$ cat src/vpiu_pkg.sv
`default_nettype none
package vpiu_pkg;
  // io port map of the controller, byte wide data
  localparam logic [2:0] PORT_MASK = 3'h0;
  localparam logic [2:0] PORT_MODE = 3'h1;
  localparam logic [2:0] PORT_LOWEST = 3'h2;
  localparam logic [2:0] PORT_BASE = 3'h3;
  localparam logic [2:0] PORT_EDGE = 3'h4;
  localparam logic [2:0] PORT_EOI = 3'h5;
  localparam logic [2:0] PORT_POLL = 3'h6;
  localparam logic [2:0] PORT_PEND = 3'h7;
  // reset values
  localparam logic [7:0] MASK_RST = 8'hFF;
  localparam logic [7:0] BASE_RST = 8'h00;
  localparam logic [2:0] LOWEST_RST = 3'h7;
  localparam logic [7:0] EDGE_RST = 8'h00;
  localparam int NUM_LINES = 8;
  localparam int TOTAL_LEVELS = 65;

  typedef enum logic [1:0] {
    MODE_NESTED,
    MODE_ROTATE,
    MODE_SPECIFIC,
    MODE_POLLED
  } prio_mode_e;

  // processor side io cycle
  typedef struct packed {
    logic rd;
    logic wr;
    logic [2:0] addr;
    logic [7:0] wdata;
  } io_req_s;

  typedef struct packed {
    logic [7:0] rdata;
    logic [7:0] vector;
    logic vector_valid;
  } io_rsp_s;
endpackage : vpiu_pkg
`default_nettype wire
$ cat src/vectored_priority_interrupt_unit.sv
`timescale 1ns/1ns
`default_nettype none
module vectored_priority_interrupt_unit #(
  parameter int LINES = vpiu_pkg::NUM_LINES
) (
  input wire logic clock,
  input wire logic rst,
  input wire logic [LINES-1:0] irq_lines,
  input wire logic nmi_in,
  input wire vpiu_pkg::io_req_s io_req,
  input wire logic irq_acknowledge,
  output logic irq_out,
  output logic nmi_out,
  output vpiu_pkg::io_rsp_s io_rsp
);
  import vpiu_pkg::*;

  if (LINES != 8) begin : g_lines_check
    $error("only eight request lines are supported");
  end

  typedef struct packed {
    logic [7:0] sync1;
    logic [7:0] sync2;
    logic [7:0] prev;
    logic nmi1;
    logic nmi2;
    logic [7:0] mask;
    logic [7:0] edge_sel;
    logic [7:0] base;
    prio_mode_e mode;
    logic [2:0] lowest;
    logic [7:0] pend;
    logic [7:0] isr;
    logic ack_prev;
    logic [7:0] rdata;
    logic [7:0] vector;
    logic vector_valid;
  } state_s;

  state_s st_reg, st_next;

  // level of line i relative to the lowest; the lowest line ranks 0, the one after it 7
  function automatic logic [2:0] rank(input logic [2:0] line, input logic [2:0] low);
    rank = 3'(low - line);
  endfunction : rank

  logic [7:0] req;
  logic [2:0] low_eff;
  logic [2:0] best_line;
  logic best_ok;
  logic [2:0] best_rank;
  logic [2:0] isr_rank;
  logic isr_any;
  logic ack_rise;

  // request candidates and arbitration
  always_comb begin
    req = (st_reg.pend | (~st_reg.edge_sel & st_reg.sync2)) & ~st_reg.mask;
    low_eff = (st_reg.mode == MODE_NESTED || st_reg.mode == MODE_POLLED) ? 3'h7
              : st_reg.lowest;
    best_ok = 1'b0;
    best_line = 3'h0;
    best_rank = 3'h0;
    isr_any = 1'b0;
    isr_rank = 3'h0;
    for (int i = 0; i < 8; i++) begin
      if (req[i] && (!best_ok || rank(3'(i), low_eff) > best_rank)) begin
        best_ok = 1'b1;
        best_line = 3'(i);
        best_rank = rank(3'(i), low_eff);
      end
      if (st_reg.isr[i] && (!isr_any || rank(3'(i), low_eff) > isr_rank)) begin
        isr_any = 1'b1;
        isr_rank = rank(3'(i), low_eff);
      end
    end
    ack_rise = irq_acknowledge && !st_reg.ack_prev;
  end

  // forward only when outranking service in progress
  assign irq_out = best_ok && (st_reg.mode != MODE_POLLED)
                   && (!isr_any || best_rank > isr_rank);
  assign nmi_out = st_reg.nmi2;
  assign io_rsp = '{rdata: st_reg.rdata, vector: st_reg.vector,
                    vector_valid: st_reg.vector_valid};

  // next state
  always_comb begin
    st_next = st_reg;
    st_next.sync1 = irq_lines;
    st_next.sync2 = st_reg.sync1;
    st_next.prev = st_reg.sync2;
    st_next.nmi1 = nmi_in;
    st_next.nmi2 = st_reg.nmi1;
    st_next.ack_prev = irq_acknowledge;
    st_next.vector_valid = 1'b0;
    // level lines drop pending here; the edge set at the end wins over any clear
    st_next.pend = st_reg.pend & st_reg.edge_sel;
    // configuration writes at any time
    if (io_req.wr) begin
      unique case (io_req.addr)
        PORT_MASK: st_next.mask = io_req.wdata;
        PORT_MODE: st_next.mode = prio_mode_e'(io_req.wdata[1:0]);
        PORT_LOWEST: st_next.lowest = io_req.wdata[2:0];
        PORT_BASE: st_next.base = io_req.wdata;
        PORT_EDGE: st_next.edge_sel = io_req.wdata;
        PORT_EOI: begin
          st_next.isr = st_reg.isr & ~io_req.wdata;
        end
        default: ;
      endcase
    end
    // polled read takes the request as serviced
    if (io_req.rd) begin
      unique case (io_req.addr)
        PORT_MASK: st_next.rdata = st_reg.mask;
        PORT_MODE: st_next.rdata = {6'h00, st_reg.mode};
        PORT_LOWEST: st_next.rdata = {5'h00, st_reg.lowest};
        PORT_BASE: st_next.rdata = st_reg.base;
        PORT_EDGE: st_next.rdata = st_reg.edge_sel;
        PORT_EOI: st_next.rdata = st_reg.isr;
        PORT_POLL: begin
          st_next.rdata = {best_ok, 4'h0, best_line};
          if (best_ok) begin
            st_next.pend[best_line] = 1'b0;
            if (st_reg.mode == MODE_ROTATE) st_next.lowest = best_line;
          end
        end
        PORT_PEND: st_next.rdata = req;
        default: st_next.rdata = 8'h00;
      endcase
    end
    // acknowledge: vector out, line goes in service
    if (ack_rise && irq_out) begin
      st_next.vector = {st_reg.base[7:3], best_line};
      st_next.vector_valid = 1'b1;
      st_next.pend[best_line] = 1'b0;
      st_next.isr[best_line] = 1'b1;
      if (st_reg.mode == MODE_ROTATE) st_next.lowest = best_line;
    end
    st_next.pend = st_next.pend | (st_reg.edge_sel & st_reg.sync2 & ~st_reg.prev);
  end

  // state register
  always_ff @(posedge clock or posedge rst) begin
    if (rst) begin
      st_reg <= '0;
      st_reg.mask <= MASK_RST;
      st_reg.base <= BASE_RST;
      st_reg.lowest <= LOWEST_RST;
      st_reg.edge_sel <= EDGE_RST;
      st_reg.mode <= MODE_NESTED;
    end else begin
      st_reg <= st_next;
    end
  end

  // checks
  property p_nmi_pass;
    @(posedge clock) disable iff (rst) nmi_in |-> ##2 nmi_out;
  endproperty
  a_nmi_pass: assert property (p_nmi_pass) else $error("nmi not forwarded");
  property p_mask_blocks;
    @(posedge clock) disable iff (rst) (st_reg.mask == 8'hFF) |-> !irq_out;
  endproperty
  a_mask_blocks: assert property (p_mask_blocks) else $error("masked line raised irq");
  property p_vector;
    @(posedge clock) disable iff (rst) (ack_rise && irq_out)
      |=> io_rsp.vector_valid && io_rsp.vector[2:0] == $past(best_line);
  endproperty
  a_vector: assert property (p_vector) else $error("vector wrong");
  property p_vec_pulse;
    @(posedge clock) disable iff (rst) io_rsp.vector_valid |=> !io_rsp.vector_valid;
  endproperty
  a_vec_pulse: assert property (p_vec_pulse) else $error("vector valid too long");
  property p_polled_quiet;
    @(posedge clock) disable iff (rst) (st_reg.mode == MODE_POLLED) |-> !irq_out;
  endproperty
  a_polled_quiet: assert property (p_polled_quiet) else $error("irq in polled mode");
  property p_nested_top;
    @(posedge clock) disable iff (rst)
      (st_reg.mode == MODE_NESTED && req[0] && st_reg.isr == 8'h00) |-> irq_out && best_line == 3'h0;
  endproperty
  a_nested_top: assert property (p_nested_top) else $error("line 0 not highest");
  property p_rotate;
    @(posedge clock) disable iff (rst)
      (st_reg.mode == MODE_ROTATE && ack_rise && irq_out && !io_req.rd)
      |=> st_reg.lowest == $past(best_line);
  endproperty
  a_rotate: assert property (p_rotate) else $error("served line not lowest");
  property p_nested_block;
    @(posedge clock) disable iff (rst)
      (st_reg.mode == MODE_NESTED && st_reg.isr[0]) |-> !irq_out;
  endproperty
  a_nested_block: assert property (p_nested_block) else $error("irq over line 0 service");
  property p_mask_write;
    @(posedge clock) disable iff (rst) (io_req.wr && io_req.addr == PORT_MASK)
      |=> st_reg.mask == $past(io_req.wdata);
  endproperty
  a_mask_write: assert property (p_mask_write) else $error("mask not taken");

  c_ack: cover property (@(posedge clock) disable iff (rst) ack_rise && irq_out);
  c_poll: cover property (@(posedge clock) disable iff (rst)
    io_req.rd && io_req.addr == PORT_POLL && best_ok);
  c_rot: cover property (@(posedge clock) disable iff (rst)
    st_reg.mode == MODE_ROTATE && ack_rise && irq_out);
  c_nest: cover property (@(posedge clock) disable iff (rst)
    st_reg.mode == MODE_NESTED && isr_any && irq_out);
endmodule : vectored_priority_interrupt_unit
`default_nettype wire

$ cat config.mk
export PLATFORM = sky130hd
export DESIGN_NAME = vectored_priority_interrupt_unit
export DESIGN_NICKNAME = d
export VERILOG_FILES = /design/src/vpiu_pkg.sv /design/src/vectored_priority_interrupt_unit.sv
export SDC_FILE = /design/constraint.sdc
export NUM_CORES = 1
export LEC_CHECK = 0
export BUFFER_PORTS_ARGS = -buffer_cell sky130_fd_sc_hd__buf_2
export CAP_MARGIN = 20
export CORE_AREA = 2 2 100 102
export CTS_BUF_LIST = sky130_fd_sc_hd__clkbuf_8
export DETAILED_ROUTE_END_ITERATION = 16
export DIE_AREA = 0 0 102 104
export PLACE_DENSITY = 0.84
export SYNTH_ARGS = -nofsm -noshare
export SYNTH_HDL_FRONTEND = slang
export SYNTH_SLANG_ARGS = --single-unit
export TNS_END_PERCENT = 10
$ cat constraint.sdc
create_clock -name clock -period 28.7 [get_ports clock]
set_input_delay 4.305 -clock clock [delete_from_list [all_inputs] [get_ports clock]]
set_output_delay 4.305 -clock clock [all_outputs]
set_load 0.02 [all_outputs]
==> flow_metrics.py <==
metrics = {
    "run_status": {
        "status": "complete, no violations",
    },
    "logic_synthesis": {
        "yosysWarnings": 0,
        "async_flop_share": 1.00,
        "syn-cell-area_um2": 6070,
        "yosysTopAreaCell": "dfrtp_1",
        "yosysSeqAreaShare": 0.369,
        "synth_edf_count": 0,
        "syn_nets": 719,
        "synth_cells": 654,
        "synth_flop_cell": "dfrtp_1",
        "avgSynthCellArea_um2": 9.29,
        "yosysUniqueCellTypes": 83,
        "synth_seq_cells": 89,
        "synth_area_leaders": "dfrtp_1 32%, ha_1 8.2%, mux2_2 7.2%",
        "synth_top_area_frac": 0.321,
    },
    "cells_and_area": {
        "syn_to_final_growth_pct": 6.37,
        "n_antenna_cell": 0,
        "drive_gt1_frac": 0.205,
        "regArea_um2": 2240,
        "largest_reg_flops": 54,
        "multi_input_area_um2": 3460,
        "fillCellCount": 752,
        "fin_nets": 738,
    },
    "timing": {
        "fmax_mhz": 54.5,
        "finalMaxSlewViolations": 0,
        "fin_setup_tns_ns": 0,
        "fin_crit_sh": 0.640,
        "report.final.setup_viol": 0,
        "finalCriticalPeriod_ns": 18.36,
        "slew_headroom": 0.416,
        "finalHoldViolations": 0,
        "tightestPinTransition_ns": 0.872,
        "skew_ns": 0.00780,
        "finalWorstSetupSlack_ns": 10.34,
        "rsz0062_at_grt": "no",
    },
    "placed_design": {
        "gp_congestion": 0.972,
        "place_ws_ns": 11.06,
        "port_buffers": 43,
        "hpwl_um": 12600,
    },
    "cts": {
        "path_clk_slew_ns": 0.08,
        "cts.sinks": 89,
        "cts_root_buffer": "clkbuf_8",
        "cts_tree": "built",
        "cts-hold-fix-buffers": 0,
        "cts_buffer_depth": 2,
        "cts_made_buffers": 9,
        "htree_levels": 3,
        "clock_latency_ns": 0.36,
        "cts_setup_buffers": 0,
        "cts-resized-gates": 0,
    },
    "setup_path": {
        "criticalPathCategory": "flop to primary output",
        "slowest_stage": "ha_1",
        "rr_startpoint": "st_reg[37]",
        "cp-end-kind": "primary output",
        "crit_required_ns": 24.40,
        "worst_setup_path_start_kind": "flop",
        "worstPathArrival_ns": 14.05,
        "cp_max_fo": 13,
        "cp_common_cell": "ha_1",
        "max_stage_delay_ns": 0.62,
        "crit_path_start": "st_reg[37]",
    },
    "hold_path": {
        "hp-start": "st_next[80]",
        "hold_class": "flop to flop",
    },
    "drt": {
        "wire_per_inst_um": 20.9,
        "vias_per_cell": 6.63,
        "wirelength_met1_um": 6750,
        "vias": 5376,
        "top_layer": "met4",
        "dr_wl_met3_um": 1280,
        "detail-route-antenna-nets": 0,
        "drt_iter0_drc": 417,
        "drtPass1Iterations": 5,
        "finalWirelength_um": 17000,
        "wl_met2_um": 8260,
        "drc": 0,
    },
    "die": {
        "rows": 36,
        "initial_core_util": 0.636,
        "die_w_um": 102,
        "die_h_um": 104,
        "core-area_um2": 9550,
        "io_pins": 44,
        "die-area_um2": 10600,
    },
    "grt": {
        "grt_pass1_vias": 5298,
        "grt_pass1_wl_um": 27400,
        "grt_overflow": 0,
        "gr-usage-all-layers": 0.331,
        "antenna_found_initial": 0,
        "grt_max_degree": 90,
    },
    "job": {
        "maxCapViolCount": 0,
    },
}
path summary, 6_finish.rpt:
path,to,slack [ns],cells past startpoint
min,st_next[72],0.35,0
max in group asynchronous,st_reg[62],23.96,4
max reg2reg,st_reg[29],13.77,59
min reg2reg,st_next[72],0.35,0
min in group asynchronous,st_next[76],4.07,3
max,irq_out,10.34,58
layout by cell type, fill, tap and decap left out, types with 10 or more instances in the layout:
cell type,netlist,final
nand2_1,55,55
nor2_1,40,40
o21ai_0,53,53
mux2i_1,11,11
dfstp_2,11,11
a21oi_1,41,41
inv_1,33,33
nand2b_1,15,15
dfrtp_1,78,78
mux2_2,39,39
a31oi_1,11,11
buf_2,5,43
clkbuf_8,0,10
nand3_1,20,20
nor2b_1,18,18
ha_1,40,40
o21a_1,10,10
critical path: cells and delay by family (launching register included):
family          cells  cell delay (ns)
simple gates       15             2.95
buf+inv             1             0.15
mux                 3             1.05
fa+ha+maj           9             2.82
flops               1             0.42
compound gates     30             6.26
logic make-up after synthesis:
family	after synthesis	synth area share
mux	52	0.0960
buf+inv	75	0.0614
flops	89	0.369
compound gates	201	0.228
xor+xnor	3	0.00433
simple gates	194	0.158
fa+ha+maj	40	0.0824
layer usage:
layer  vias to the layer above  global-route usage
met5                         -                   0
met4                         0               0.147
met3                        67              0.0685
met2                       312               0.532
met1                      2592               0.430
li1                       2405                   -
metrics by stage:
stage,std cells,utilization,area [um^2],hold slack [ns]
after detailed placement,794,0.654,6240,0.335
after global placement,794,0.654,6240,0.333
after floorplan,654,-,6070,0.331
final,811,0.676,6460,0.346
after CTS,810,0.674,6440,0.348
after global routing,811,0.676,6460,0.362
cell type report:
cell class,count,area share
multi-input cells,490,0.536
flip-flops and latches,89,0.347
repair buffers,47,0.0399
well taps,133,0.0258
inverters,36,0.0215
clock buffers,10,0.0213
clock inverters,6,0.00910
cell usage after synthesis, types with 6 or more instances:
cell type,instances
nand2b_1,15
mux2_2,39
nor2b_1,18
and3_1,6
o21bai_1,7
buf_4,18
o21a_1,10
a31oi_1,11
ha_1,40
nand2_1,55
a21oi_1,41
mux2i_1,11
dfrtp_1,78
dfstp_2,11
nand3_1,20
nor3_1,8
o21ai_0,53
clkbuf_1,12
nor2_1,40
a21o_1,6
and2_1,9
inv_1,33
Power is not shown: default switching activity piles up to over one toggle a cycle in this logic, so the estimate is an artifact.
